$ cat src/hdl/pm_regs_pkg.sv
// Purpose: Constants for the power-management control and status register set.
// Assumes: Byte-addressed configuration space with a 32-bit dword at 0xa4.
// Notes: Offsets are byte addresses within configuration space.
package pm_regs_pkg;
    localparam logic [7:0] ctl_status_offset = 8'ha4;
    localparam logic [7:0] bridge_ext_offset = 8'ha6;
    localparam logic [7:0] power_data_offset = 8'ha7;
    localparam logic [5:0] dword_index = 6'h29;
    localparam int wake_status_bit = 15;
    localparam int wake_enable_bit = 8;
    localparam logic [1:0] state_d0 = 2'h0;
    localparam logic [1:0] state_d3hot = 2'h3;
    localparam logic [1:0] state_reset = 2'h0;
    localparam logic [7:0] bridge_ext_value = 8'hc0;
    localparam logic [7:0] power_data_value = 8'h00;
endpackage : pm_regs_pkg

$ cat src/hdl/pm_control_status_regs.sv
// Purpose: Power-management control/status, bridge extension and data registers.
// Assumes: Configuration accesses arrive as one-cycle strobes with a dword index
//          and byte enables; reads answer on the next clock.
// Notes: Writes to read-only fields are accepted and discarded.
//
// Operation
// - Wake status sets on every wake event, whatever the enable bit says.
// - Writing one clears wake status and drops wake; writing zero does nothing.
// - Wake output is driven only while the wake enable bit is one.
// - Power state field reads back and sets the state, 00 D0 to 11 D3hot.
// - Leaving D3hot for D0 raises an internal reset of the other register groups.
// - That internal reset spares this register set and other excluded registers.
// - Data scale reads 00b and data select reads 0h always.
// - Bits 7 to 2 of control/status read zero and ignore writes.
// - Bus power/clock control enable bit reads one always.
// - Without bus power/clock control, power state does not steer secondary bus.
// - D3hot action bit chooses power removal (0) or clock stop (1).
// - Bits 5 to 0 of the bridge extension read zero.
// - Power data register always reads 00h.
`timescale 1ns/1ps
`default_nettype none
module pm_control_status_regs (
    input wire logic clk,
    input wire logic sys_rst,
    input wire logic cfg_wr,
    input wire logic cfg_rd,
    input wire logic [5:0] cfg_index,
    input wire logic [3:0] cfg_be,
    input wire logic [31:0] cfg_wdata,
    input wire logic wake_event,
    output logic [31:0] cfg_rdata,
    output logic cfg_rvalid,
    output logic wake_n,
    output logic internal_reset,
    output logic [1:0] power_state,
    output logic sec_clock_stop,
    output logic sec_power_off
);
    typedef struct packed {
        logic wake_status_r;
        logic wake_enable_r;
        logic [1:0] power_state_r;
        logic [31:0] rdata_r;
        logic rvalid_r;
        logic wake_n_r;
        logic int_reset_r;
        logic clock_stop_r;
        logic power_off_r;
    } state_type;

    state_type cur_r;
    state_type cur_nxt;
    logic hit;
    logic bus_power_clock_ctl_enable;
    logic d3_action;

    ////////////////////////////////////////////////////////////////////////////
    // fixed policy bits
    assign bus_power_clock_ctl_enable = pm_regs_pkg::bridge_ext_value[7];
    assign d3_action = pm_regs_pkg::bridge_ext_value[6];
    assign hit = (cfg_index == pm_regs_pkg::dword_index);

    // The fixed register values must match the policy that this logic builds in.
    if (pm_regs_pkg::bridge_ext_value[5:0] != 6'h00) begin : g_ext_check
        $error("bridge extension reserved bits must be zero");
    end
    if (pm_regs_pkg::power_data_value != 8'h00) begin : g_data_check
        $error("power data register must read zero");
    end

    // The event is applied after the write, so a wake that lands in the same cycle
    // as a clear is never lost; software sees it on its next read.
    always_comb begin
        cur_nxt = cur_r;
        cur_nxt.int_reset_r = 1'b0;
        cur_nxt.rvalid_r = cfg_rd;
        cur_nxt.rdata_r = 32'h0000_0000;
        if (cfg_rd && hit) begin
            cur_nxt.rdata_r[15:0] = {cur_r.wake_status_r, 6'h00, cur_r.wake_enable_r,
                                     6'h00, cur_r.power_state_r};
            cur_nxt.rdata_r[23:16] = pm_regs_pkg::bridge_ext_value;
            cur_nxt.rdata_r[31:24] = pm_regs_pkg::power_data_value;
        end
        if (cfg_wr && hit && cfg_be[1]) begin
            cur_nxt.wake_enable_r = cfg_wdata[pm_regs_pkg::wake_enable_bit];
            if (cfg_wdata[pm_regs_pkg::wake_status_bit]) begin
                cur_nxt.wake_status_r = 1'b0;
            end
        end
        if (wake_event) begin
            cur_nxt.wake_status_r = 1'b1;
        end
        if (cfg_wr && hit && cfg_be[0]) begin
            cur_nxt.power_state_r = cfg_wdata[1:0];
            if (cur_r.power_state_r == pm_regs_pkg::state_d3hot &&
                cfg_wdata[1:0] == pm_regs_pkg::state_d0) begin
                cur_nxt.int_reset_r = 1'b1;
            end
        end
        cur_nxt.wake_n_r = ~(cur_nxt.wake_status_r & cur_nxt.wake_enable_r);
        cur_nxt.clock_stop_r = bus_power_clock_ctl_enable && d3_action &&
                               cur_nxt.power_state_r == pm_regs_pkg::state_d3hot;
        cur_nxt.power_off_r = bus_power_clock_ctl_enable && !d3_action &&
                              cur_nxt.power_state_r == pm_regs_pkg::state_d3hot;
    end

    always_ff @(posedge clk or posedge sys_rst) begin
        if (sys_rst) begin
            cur_r <= '{wake_status_r: 1'b0, wake_enable_r: 1'b0,
                       power_state_r: pm_regs_pkg::state_reset, rdata_r: 32'h0000_0000,
                       rvalid_r: 1'b0, wake_n_r: 1'b1, int_reset_r: 1'b0,
                       clock_stop_r: 1'b0, power_off_r: 1'b0};
        end else begin
            cur_r <= cur_nxt;
        end
    end

    assign cfg_rdata = cur_r.rdata_r;
    assign cfg_rvalid = cur_r.rvalid_r;
    assign wake_n = cur_r.wake_n_r;
    assign internal_reset = cur_r.int_reset_r;
    assign power_state = cur_r.power_state_r;
    assign sec_clock_stop = cur_r.clock_stop_r;
    assign sec_power_off = cur_r.power_off_r;

    ////////////////////////////////////////////////////////////////////////////
    // status follows event
    a_status_sets: assert property (@(posedge clk) disable iff (sys_rst)
        wake_event |=> cur_r.wake_status_r) else $error("wake status missed event");
    a_clear_by_one: assert property (@(posedge clk) disable iff (sys_rst)
        (cfg_wr && hit && cfg_be[1] && cfg_wdata[15] && !wake_event) |=> !cur_r.wake_status_r)
        else $error("wake status not cleared");
    a_zero_keeps: assert property (@(posedge clk) disable iff (sys_rst)
        (cur_r.wake_status_r && !(cfg_wr && hit && cfg_be[1] && cfg_wdata[15]))
        |=> cur_r.wake_status_r) else $error("wake status lost");
    a_wake_gated: assert property (@(posedge clk) disable iff (sys_rst)
        !wake_n |-> (cur_r.wake_enable_r && cur_r.wake_status_r))
        else $error("wake driven without enable");
    a_state_write: assert property (@(posedge clk) disable iff (sys_rst)
        (cfg_wr && hit && cfg_be[0]) |=> power_state == $past(cfg_wdata[1:0]))
        else $error("power state not taken");
    a_d3_reset: assert property (@(posedge clk) disable iff (sys_rst)
        internal_reset |-> ($past(power_state) == 2'h3 && power_state == 2'h0)
        ##1 !internal_reset) else $error("bad internal reset");
    a_read_const: assert property (@(posedge clk) disable iff (sys_rst)
        cfg_rvalid |-> (cfg_rdata[14:2] == 13'h0000 || cfg_rdata[14:2] == 13'h0040) &&
        cfg_rdata[31:16] == 16'h00c0 || cfg_rdata == 32'h0000_0000)
        else $error("constant field wrong");
    a_bus_ctl: assert property (@(posedge clk) disable iff (sys_rst)
        sec_clock_stop |-> power_state == 2'h3 && !sec_power_off)
        else $error("secondary bus control wrong");
    a_set_wins: assert property (@(posedge clk) disable iff (sys_rst)
        (wake_event && cfg_wr && hit && cfg_be[1] && cfg_wdata[15]) |=> cur_r.wake_status_r)
        else $error("wake event lost to clear");
    a_wake_drops: assert property (@(posedge clk) disable iff (sys_rst)
        (cfg_wr && hit && cfg_be[1] && cfg_wdata[15] && !wake_event) |=> wake_n)
        else $error("wake held after clear");
    a_enable_off: assert property (@(posedge clk) disable iff (sys_rst)
        (cfg_wr && hit && cfg_be[1] && !cfg_wdata[8]) |=> wake_n)
        else $error("wake held without enable");
    a_state_hold: assert property (@(posedge clk) disable iff (sys_rst)
        !(cfg_wr && hit && cfg_be[0]) |=> $stable(power_state))
        else $error("power state changed unwritten");
    a_reset_cause: assert property (@(posedge clk) disable iff (sys_rst)
        (cfg_wr && hit && cfg_be[0] && power_state == 2'h3 && cfg_wdata[1:0] == 2'h0)
        |=> internal_reset) else $error("internal reset missing");
    a_regs_kept: assert property (@(posedge clk) disable iff (sys_rst)
        (internal_reset && !cfg_wr) |=> $stable(cur_r.wake_enable_r))
        else $error("enable lost on internal reset");
    a_reserved_zero: assert property (@(posedge clk) disable iff (sys_rst)
        (cfg_rd && hit) |=> cfg_rdata[7:2] == 6'h00)
        else $error("reserved bits not zero");
    a_ext_fixed: assert property (@(posedge clk) disable iff (sys_rst)
        (cfg_rd && hit) |=> cfg_rdata[31:16] == 16'h00c0)
        else $error("extension or data byte wrong");
    a_clock_stop: assert property (@(posedge clk) disable iff (sys_rst)
        (power_state == 2'h3) |-> (sec_clock_stop && !sec_power_off))
        else $error("clock stop missing in D3hot");
    a_power_kept: assert property (@(posedge clk) disable iff (sys_rst)
        !sec_power_off)
        else $error("secondary power removed");
    a_unmapped_zero: assert property (@(posedge clk) disable iff (sys_rst)
        (cfg_rd && !hit) |=> cfg_rdata == 32'h0000_0000)
        else $error("unmapped read not zero");
    a_rvalid_pulse: assert property (@(posedge clk) disable iff (sys_rst)
        cfg_rd |=> cfg_rvalid)
        else $error("read answer missing");
endmodule : pm_control_status_regs
`default_nettype wire

$ cat config.mk
export PLATFORM = sky130hd
export DESIGN_NAME = pm_control_status_regs
export DESIGN_NICKNAME = d
export VERILOG_FILES = /design/src/hdl/pm_regs_pkg.sv /design/src/hdl/pm_control_status_regs.sv
export SDC_FILE = /design/constraint.sdc
export NUM_CORES = 1
export LEC_CHECK = 0
export BUFFER_PORTS_ARGS = -buffer_cell sky130_fd_sc_hd__buf_2
export CORE_MARGIN = 4
export CORE_UTILIZATION = 37
export DETAILED_ROUTE_END_ITERATION = 10
export PLACE_DENSITY = 0.85
export SLEW_MARGIN = 15
export SYNTH_ARGS = -nofsm -noshare
export SYNTH_HDL_FRONTEND = slang
export SYNTH_SLANG_ARGS = --single-unit
$ cat constraint.sdc
create_clock -name clk -period 1.7 [get_ports clk]
set_input_delay 0.17 -clock clk [delete_from_list [all_inputs] [get_ports clk]]
set_output_delay 0.17 -clock clk [all_outputs]
set_load 0.05 [all_outputs]
Yosys cells after proc, flatten, opt, wreduce, memory -nomap -nowiden --
Index checks and enable logic that the tools add are counted.
Operators by class: eq/ne operators 3, muxes and demuxes 7, bitwise operators 2, reduce and logical (&&, ||, !) cells 6
Operators with widths (count):
- $mux 24 | 1
- $eq 6x6->1 const B | 1
- $logic_and 1x1->1 | 5
- $eq 2x2->1 const B | 2
- $mux 1 | 4
- $mux 2 | 2
- $logic_not 2->1 | 1
- $and 1x1->1 | 1
- $not 1->1 | 1
Storage, ports and cells: flip-flop bits (word level) 32, input port bits 47, output and inout bits 39, logic and storage cells 26

Longest topological paths before layout --
Gate-level depths: netlist (run 1).
depth in word-level cells 7, gate-level depth with buffers 3, gate-level depth less buffers 3

Least setup slack after synthesis (run 1) --
Ideal clock, no wire load.
path type input to register, start point input cfg_index[4], end point register cur_r (netlist bit power_state[0]), setup time 0.125 ns, arrival 1.029 ns, required time 1.575 ns, slack 0.547 ns, stages on the path 3, buffers on the path 0, cells stage by stage nand4bb_4 > nor3_2 > mux2_2
RTL lines:
- start: declaration | RTL line pm_control_status_regs.sv:27 | input wire logic [5:0] cfg_index,
- end signal: assignment | RTL line pm_control_status_regs.sv:109 | cur_r <= '{wake_status_r: 1'b0, wake_enable_r: 1'b0,
- end signal: assignment | RTL line pm_control_status_regs.sv:114 | cur_r <= cur_nxt;
- end: declaration | RTL line pm_control_status_regs.sv:51 | state_type cur_r;

Final worst setup path (run 1) --
start point register cur_r (netlist bit wake_n), end point output wake_n
RTL lines:
- end: declaration | RTL line pm_control_status_regs.sv:33 | output logic wake_n,
No word-level cell between the ends.

==> impl_metrics.py, run 1 <==
metrics = {
    "drt": {
        "drtAntennaViolNets": 0,
        "wire_per_inst_um": 9.570,
        "drt_first_iter_violations": 0,
        "vias": 482,
        "drc": 0,
        "wl_um": 1225,
        "viasPerCell": 3.766,
        "first_pass_iters": 1,
    },
    "setup_path": {
        "cp_top_family": "flip-flops",
        "crit_fanout": 1,
        "reg2regPathDepth": 3,
        "slowest_stage": "dfstp_2",
        "required_ns": 1.53,
        "crit_path_cell_trace": "buf_2",
        "worstSetupStartpointType": "register",
        "path_depth": 1,
        "worst-setup-path-type": "register to primary output",
        "endpoint_kind": "primary output",
        "cp_num_buf_inv": 1,
        "crit_arrival_ns": 1.03,
        "critical_path.max_stage_delay_ns": 0.51,
    },
    "synthesis": {
        "ys_types": 19,
        "netlist_area_um2": 804.5,
        "synth_seq_cells": 13,
        "synth_largest_area_cell": "dfrtp_1",
        "synth_cells": 77,
        "yosys_warnings": 0,
        "synth_top_cell_area_share_pct": 37.33,
        "postSynthAreaPerCell_um2": 10.45,
        "synth_area_leaders": "dfrtp_1 (37%), buf_4 (33%), mux2_2 (5.6%)",
        "ys_seq_area_share_pct": 40.59,
    },
    "grt": {
        "grt-busiest-layer": "met2",
        "grt_pass1_wl_um": 1711,
        "overflow": 0,
        "grt_use_met2_pct": 13.19,
        "antenna_found_initial": 0,
        "gr-usage-met3_pct": 2.180,
        "grt_pass1_vias": 445,
        "track_usage_pct": 8.068,
        "grt_max_degree": 14,
        "use_met1_pct": 9.228,
    },
    "placed_design": {
        "post-place-ws_ns": 0.3726,
        "placed_cell_area_um2": 813.3,
        "hpwl_um": 1053,
        "portBuffers": 28,
        "gp_congestion": 0.6399,
    },
    "power": {
        "powerDensity_nw_per_um2": 850.8,
        "leakage_nw": 0.4807,
        "ir_worst_vdd_mv": 0.2558,
    },
    "min_path": {
        "worstHoldPathCells": 1,
        "hp-class": "primary input to register",
    },
    "timing": {
        "setup_viol": 0,
        "fin_crit_sh_pct": 70.33,
        "fin_crit_ns": 1.196,
        "holdWs_ns": 0.06018,
        "rsz0062_at_grt": "no",
        "fin_tns_setup_ns": 0,
        "setup_slack_ns": 0.5044,
        "skew_ns": 0.0002428,
        "hold_viol": 0,
        "drv_slew": 0,
        "max_clock_freq_ghz": 0.8364,
    },
    "layout": {
        "final_area_um2": 849.6,
        "nNetsFinal": 149,
        "syn_to_final_growth_pct": 5.599,
        "final_util_pct": 42.02,
        "final_common_cell": "buf_2",
        "layout_common_cells": "buf_2 (28), conb_1 (27), dfrtp_1 (12)",
        "num_antenna_cells": 0,
        "fillers": 221,
        "drive_gt1_share_pct": 39.60,
    },
    "clock_network": {
        "cts-resized-gates": 0,
        "clock-root-buffer": "clkbuf_4",
        "clk_latency_ns": 0.26,
        "clk_path_buf_depth": 2,
        "htreeDepth": 1,
        "cts_buffers": 3,
        "clock-sinks": 13,
        "clk_pin_slew_worst_paths_ns": 0.07,
        "tritoncts": "yes",
    },
    "floorplanning": {
        "io_pins": 86,
        "design.core.area_um2": 2022,
        "start_util_pct": 39.79,
        "die_w_um": 54.63,
        "num_rows": 16,
        "die_h_um": 54.63,
        "fp.dieArea_um2": 2984,
    },
    "status": {
        "status": "finished clean",
    },
    "flow_run": {
        "drv_cap": 0,
    },
}
[where the power goes]
part	switching, mW	internal, mW	total (mW)	leakage (nW)
sequential	0.00588	0.320	0.326	0.170
combinational	0.186	0.0323	0.218	0.296
clock	0.0879	0.0907	0.179	0.0150
total	0.280	0.443	0.723	0.481
[worst paths after layout]
check,startpoint,to,slack [ns]
setup / recovery,wake_n,wake_n,0.50
min in group asynchronous,sys_rst,cfg_rdata[22],0.46
setup reg to reg,cur_r[40],wake_n,0.75
max in group asynchronous,sys_rst,wake_n,0.90
hold reg to reg,cur_r[39],cur_r[39],0.56
hold / removal,cfg_rd,cfg_rvalid,0.06
[cell usage after synthesis (all sizes together)]
| cell | number |
|---|---|
| buf | 35 |
| dfrtp | 12 |
| and3 | 4 |
| mux2 | 4 |
| nand2 | 4 |
| inv | 2 |
| nor2 | 2 |
| nor3 | 2 |
| o21ai | 2 |
| a31oi | 1 |
| and2 | 1 |
| conb | 1 |
| dfstp | 1 |
| mux2i | 1 |
| nand2b | 1 |
| nand4bb | 1 |
| nor2b | 1 |
| nor4 | 1 |
| or3 | 1 |
[area by class of cell]
type                       count  area [µm²]  share of cell area [%]
clock buffer                   4       26.28                   3.093
inverter                       2       7.507                  0.8837
multi-input combinational     53       305.3                   35.94
sequential                    13       326.6                   38.44
tap                           27       33.78                   3.976
timing repair buffer          29       150.1                   17.67
[stage by stage]
| step | instances | total power [mW] |
|---|---|---|
| 3_3_place_gp | 123 | 0.5451 |
| 3_5_place_dp | 123 | 0.5478 |
| 2_1_floorplan | 103 | 0.5674 |
| 6_report | 128 | 0.7228 |
| 4_1_cts | 128 | 0.7249 |
| 5_1_grt | 128 | 0.7533 |
[per-layer routing]
metal  wire length, µm  up-vias
met1               448      207
met4                 4        0
met5                 0        -
li1                  -      236
met3               194        2
met2               576       37
[sequential cells by signal, summed over array words and instances (netlist names)]
name and count:
cfg_rdata 5, cfg_rvalid 1, cur_r 2, internal_reset 1, power_state 2, sec_clock_stop 1
wake_n 1
[repair_timing]
action                    4_1_cts  5_1_grt
hold endpoints to repair       12        0
hold buffers                    1        0
buffers inserted                0        0
[logic make-up (layout without fill, tap and decap cells)]
kind of cell,after synthesis,after routing,share of synthesized area [%]
buf+inv,37,35,33.59
simple gates,18,18,16.49
flops,13,13,40.59
mux,5,5,6.843
compound gates,3,3,2.022
other cells,1,27,0.4661
Note: power is estimated with default switching activity, not from simulation.
==> run 2, diff against run 1 <==
CORE_UTILIZATION = 34   (was 37)
PLACE_DENSITY = 0.79   (was 0.85)
clock period = 1.2 ns   (was 1.7 ns; I/O delays follow)
==> run 2 against run 1 <==
Against the previous run:
- final area is 1.0% higher
- critical path type unchanged
- power is 41% higher
- sequential power rose by 41%
- highest routed layer unchanged
- wire length is 2.4% lower
- worst hold slack got worse by 0.052 ns
- largest cell class unchanged
- critical endpoint unchanged
- sequential cell count stayed put
==> impl_metrics.py, run 2 (synthesis gave the netlist of run 1 again) <==
metrics = {
    "clock_network": {
        "clk_pin_slew_worst_paths_ns": 0.07,
        "clock-sinks": 13,
        "tritoncts": "yes",
        "clk_path_buf_depth": 2,
        "cts_buffers": 3,
        "cts_setup_buffers": 0,
        "clk_latency_ns": 0.26,
        "clock-root-buffer": "clkbuf_4",
        "postCtsHoldBufs": 1,
        "htreeDepth": 1,
        "cts-resized-gates": 0,
    },
    "drt": {
        "vias": 494,
        "first_pass_iters": 2,
        "viasPerCell": 3.800,
        "drt_first_iter_violations": 6,
        "drtAntennaViolNets": 0,
        "wire_per_inst_um": 9.200,
        "drc": 0,
        "wl_um": 1196,
    },
    "layout": {
        "fillers": 237,
        "stdcell_count": 130,
        "final_common_cell": "buf_2",
        "num_antenna_cells": 0,
        "drive_gt1_share_pct": 40.20,
        "nNetsFinal": 150,
        "layout_common_cells": "buf_2 (28), conb_1 (27), dfrtp_1 (12)",
        "largest_reg_flops": 5,
        "final_area_um2": 858.3,
        "syn_to_final_growth_pct": 6.687,
    },
    "setup_path": {
        "crit_path_cell_trace": "buf_2",
        "worst-setup-path-type": "register to primary output",
        "r2r_start": "cur_r[40]",
        "cp_num_buf_inv": 1,
        "reg2regPathDepth": 3,
        "crit_arrival_ns": 1.03,
        "endpoint_kind": "primary output",
        "slowest_stage": "dfstp_2",
        "required_ns": 1.08,
        "crit_fanout": 1,
        "r2r_slack_ns": 0.27,
        "worstSetupStartpointType": "register",
        "critical_path.max_stage_delay_ns": 0.51,
        "r2r_end": "wake_n",
        "cp_top_family": "flip-flops",
    },
    "timing": {
        "fin_crit_ns": 1.151,
        "hold_viol": 0,
        "fin_crit_sh_pct": 95.92,
        "skew_ns": 0.0004712,
        "setup_viol": 0,
        "drv_slew": 0,
        "rsz0062_at_grt": "no",
        "max_clock_freq_ghz": 0.8688,
    },
    "grt": {
        "grt_pass1_vias": 439,
        "grt_pass1_wl_um": 1752,
        "antenna_found_initial": 0,
        "overflow": 0,
        "grt_max_degree": 14,
        "track_usage_pct": 7.259,
    },
    "power": {
        "leakage_nw": 0.4861,
        "powerDensity_nw_per_um2": 1187,
        "ir_worst_vdd_mv": 0.4149,
    },
    "min_path": {
        "worstHoldPathCells": 1,
        "hold_end": "cfg_rvalid",
        "worstHoldStart": "cfg_rd",
        "hp-class": "primary input to register",
    },
    "floorplanning": {
        "die_w_um": 56.65,
        "fp.dieArea_um2": 3209,
        "die_h_um": 56.65,
        "io_pins": 86,
        "start_util_pct": 36.02,
        "design.core.area_um2": 2233,
        "num_rows": 17,
    },
    "placed_design": {
        "hpwl_um": 1089,
        "gp_congestion": 0.6792,
        "portBuffers": 28,
        "dp.cells": 125,
        "placed_cell_area_um2": 822.0,
    },
    "flow_run": {
        "drv_cap": 0,
    },
    "status": {
        "status": "finished clean",
    },
}
[run 2: cell count changes in the layout (fill, tap and decap cells not counted)]
cell   delta
buf_4     +1
[run 2: stage by stage]
stage / util, % / hold slack [ns] / power [mW] / worst slack, ns / TNS [ns]
6_report: 38.43 / 0.007686 / 1.019 / 0.04898 / 0
5_1_grt: 38.43 / 0.001488 / 1.075 / 0.01627 / 0
4_1_cts: 38.43 / 0.001482 / 1.028 / 0.03625 / 0
3_5_place_dp: 36.81 / 0.1389 / 0.7768 / -0.07037 / -0.2039
3_3_place_gp: 36.81 / 0.1329 / 0.7720 / -0.02399 / -0.04983
2_1_floorplan: - / -0.003757 / 0.8038 / 0.09662 / 0
[run 2: how the worst max path moves through the flow]
stage,startpoint,endpoint,slack (ns),depth (start not counted)
3_5_place_dp,cfg_index[4],power_state[1],-0.07,4
6_report,wake_n,wake_n,0.05,1
2_1_floorplan,cfg_index[4],power_state[0],0.1,3
3_3_place_gp,cfg_index[4],cur_r[39],-0.02,4
5_1_grt,wake_n,wake_n,0.02,1
4_1_cts,wake_n,wake_n,0.04,1
[run 2: cell type report]
cell class | count | area (µm²) | share of cell area (%)
clock buffer | 4 | 26.28 | 3.061
multi-input combinational | 53 | 305.3 | 35.57
sequential | 13 | 326.6 | 38.05
timing repair buffer | 30 | 157.7 | 18.37
tap | 28 | 35.03 | 4.082
inverter | 2 | 7.507 | 0.8746
[run 2: power breakdown]
group / switching, mW / total (mW) / internal (mW)
Clock: 0.119 / 0.247 / 0.129
Sequential: 0.00757 / 0.461 / 0.454
Combinational: 0.264 / 0.310 / 0.0459
Total: 0.390 / 1.02 / 0.628
[run 2: layer usage]
layer,vias up,global-route usage [%],part of all wire [%]
met3,2,2.759,17
met1,215,7.407,32
met4,0,7.119,1.6
li1,237,-,-
met5,-,0,0
met2,40,11.06,49
==> run 3, diff against run 2 <==
CORE_MARGIN = 1.5   (was 4)
==> run 3 against run 2 <==
Against the previous run:
- cell count grew 0.77%
- sequential power hardly changed
- maximum frequency rose by 1.1%
- wire length is 8.3% lower
- clock power is 8.1% higher
- largest cell class unchanged
==> impl_metrics.py, run 3 (synthesis gave the netlist of run 1 again) <==
metrics = {
    "status": {
        "status": "finished clean",
    },
    "grt": {
        "antenna_found_initial": 0,
        "grt_pass1_wl_um": 1614,
        "overflow": 0,
        "grt_pass1_vias": 407,
        "track_usage_pct": 8.952,
        "grt_max_degree": 14,
    },
    "setup_path": {
        "r2r_start": "cur_r[40]",
        "critical_path.max_stage_delay_ns": 0.52,
        "required_ns": 1.08,
        "timing.critical_path.from": "wake_n",
        "crit_arrival_ns": 1.02,
        "worstSetupStartpointType": "register",
        "worst-setup-path-type": "register to primary output",
        "endpoint_kind": "primary output",
        "crit_fanout": 1,
        "cp_num_buf_inv": 1,
        "r2r_slack_ns": 0.25,
        "slowest_stage": "dfstp_2",
        "cp_top_family": "flip-flops",
        "crit_path_cell_trace": "clkbuf_4",
    },
    "power": {
        "swShare_pct": 39.26,
        "intPower_mw": 0.6318,
        "switching_power_mw": 0.4085,
        "power_frac_seq_pct": 44.3,
        "p_total_mw": 1.040,
        "p_comb_share_pct": 30.0,
        "leakage_nw": 0.4921,
        "p_clk_share_pct": 25.7,
        "ir_worst_vdd_mv": 0.3971,
        "powerDensity_nw_per_um2": 1195,
    },
    "layout": {
        "final_util_pct": 38.99,
        "final_area_um2": 870.8,
        "num_antenna_cells": 0,
        "layout_common_cells": "conb_1 (27), buf_2 (27), dfrtp_1 (12)",
        "syn_to_final_growth_pct": 8.243,
        "largest_reg_flops": 5,
        "nNetsFinal": 151,
        "drive_gt1_share_pct": 39.81,
        "stdcell_count": 131,
    },
    "min_path": {
        "worstHoldStart": "cfg_wdata[15]",
        "hp-class": "primary input to register",
    },
    "floorplanning": {
        "num_rows": 17,
        "start_util_pct": 36.02,
        "io_pins": 86,
        "design.core.area_um2": 2233,
        "die_h_um": 51.65,
        "die_w_um": 51.65,
        "fp.dieArea_um2": 2667,
    },
    "drt": {
        "first_pass_iters": 1,
        "drt_first_iter_violations": 0,
        "wire_per_inst_um": 8.374,
        "wl_um": 1097,
        "viasPerCell": 3.687,
        "drtAntennaViolNets": 0,
        "vias": 483,
        "drc": 0,
    },
    "timing": {
        "skew_ns": 0.0005400,
        "max_clock_freq_ghz": 0.8780,
        "hold_viol": 0,
        "fin_crit_ns": 1.139,
        "fin_tns_setup_ns": 0,
        "rsz0062_at_grt": "no",
        "drv_slew": 0,
        "fin_crit_sh_pct": 94.91,
        "setup_viol": 0,
    },
    "clock_network": {
        "clock-root-buffer": "clkbuf_4",
        "clk_pin_slew_worst_paths_ns": 0.07,
        "clk_path_buf_depth": 2,
        "cts_setup_buffers": 0,
        "cts_buffers": 3,
        "clk_latency_ns": 0.28,
        "tritoncts": "yes",
        "htreeDepth": 1,
        "clock-sinks": 13,
    },
    "placed_design": {
        "gp_congestion": 0.6708,
        "portBuffers": 28,
        "hpwl_um": 912.6,
        "dp.cells": 125,
        "placed_cell_area_um2": 822.0,
    },
    "flow_run": {
        "drv_cap": 0,
    },
}
[run 3: final timing paths]
check | end | depth (start not counted)
max reg2reg | wake_n | 3
min | cur_r[40] | 2
min in group asynchronous | cfg_rvalid | 3
max | wake_n | 1
min reg2reg | cur_r[39] | 1
max in group asynchronous | wake_n | 3
[run 3: timing repair]
action | CTS | global route
hold endpoints to repair | 13 | 0
hold buffers | 2 | 0
endpoints found under the setup margin | 0 | 1
resized for setup | 0 | 1
[run 3: metrics by stage]
| stage | hold slack, ns | setup WS, ns |
|---|---|---|
| after floorplan | -0.003757 | 0.09662 |
| after global placement | 0.1352 | -0.02564 |
| after detailed placement | 0.1469 | -0.04809 |
| after CTS | 0.02411 | 0.02430 |
| after global routing | 0.01958 | 0.03442 |
| final | 0.02820 | 0.06108 |
[run 3: area by class of cell]
type | instances | area [µm²]
fill | 237 | 1363
sequential | 13 | 326.6
multi-input combinational | 53 | 305.3
timing repair buffer | 31 | 170.2
tap | 28 | 35.03
clock buffer | 4 | 26.28
inverter | 2 | 7.507
[run 3: metal layers]
layer	share of wire [%]	global-route usage, %	up-vias
li1	-	-	239
met1	39	9.358	197
met2	43	13.25	42
met3	12	1.724	5
met4	5.3	11.84	0
met5	0	0	-
[run 3: power by group through the flow]
stage	Combinational [mW]	Clock, mW	Sequential (mW)
after floorplan	0.317	0	0.487
after global placement	0.303	0	0.469
after detailed placement	0.306	0	0.470
after CTS	0.311	0.273	0.461
after global routing	0.327	0.293	0.464
final	0.312	0.267	0.461
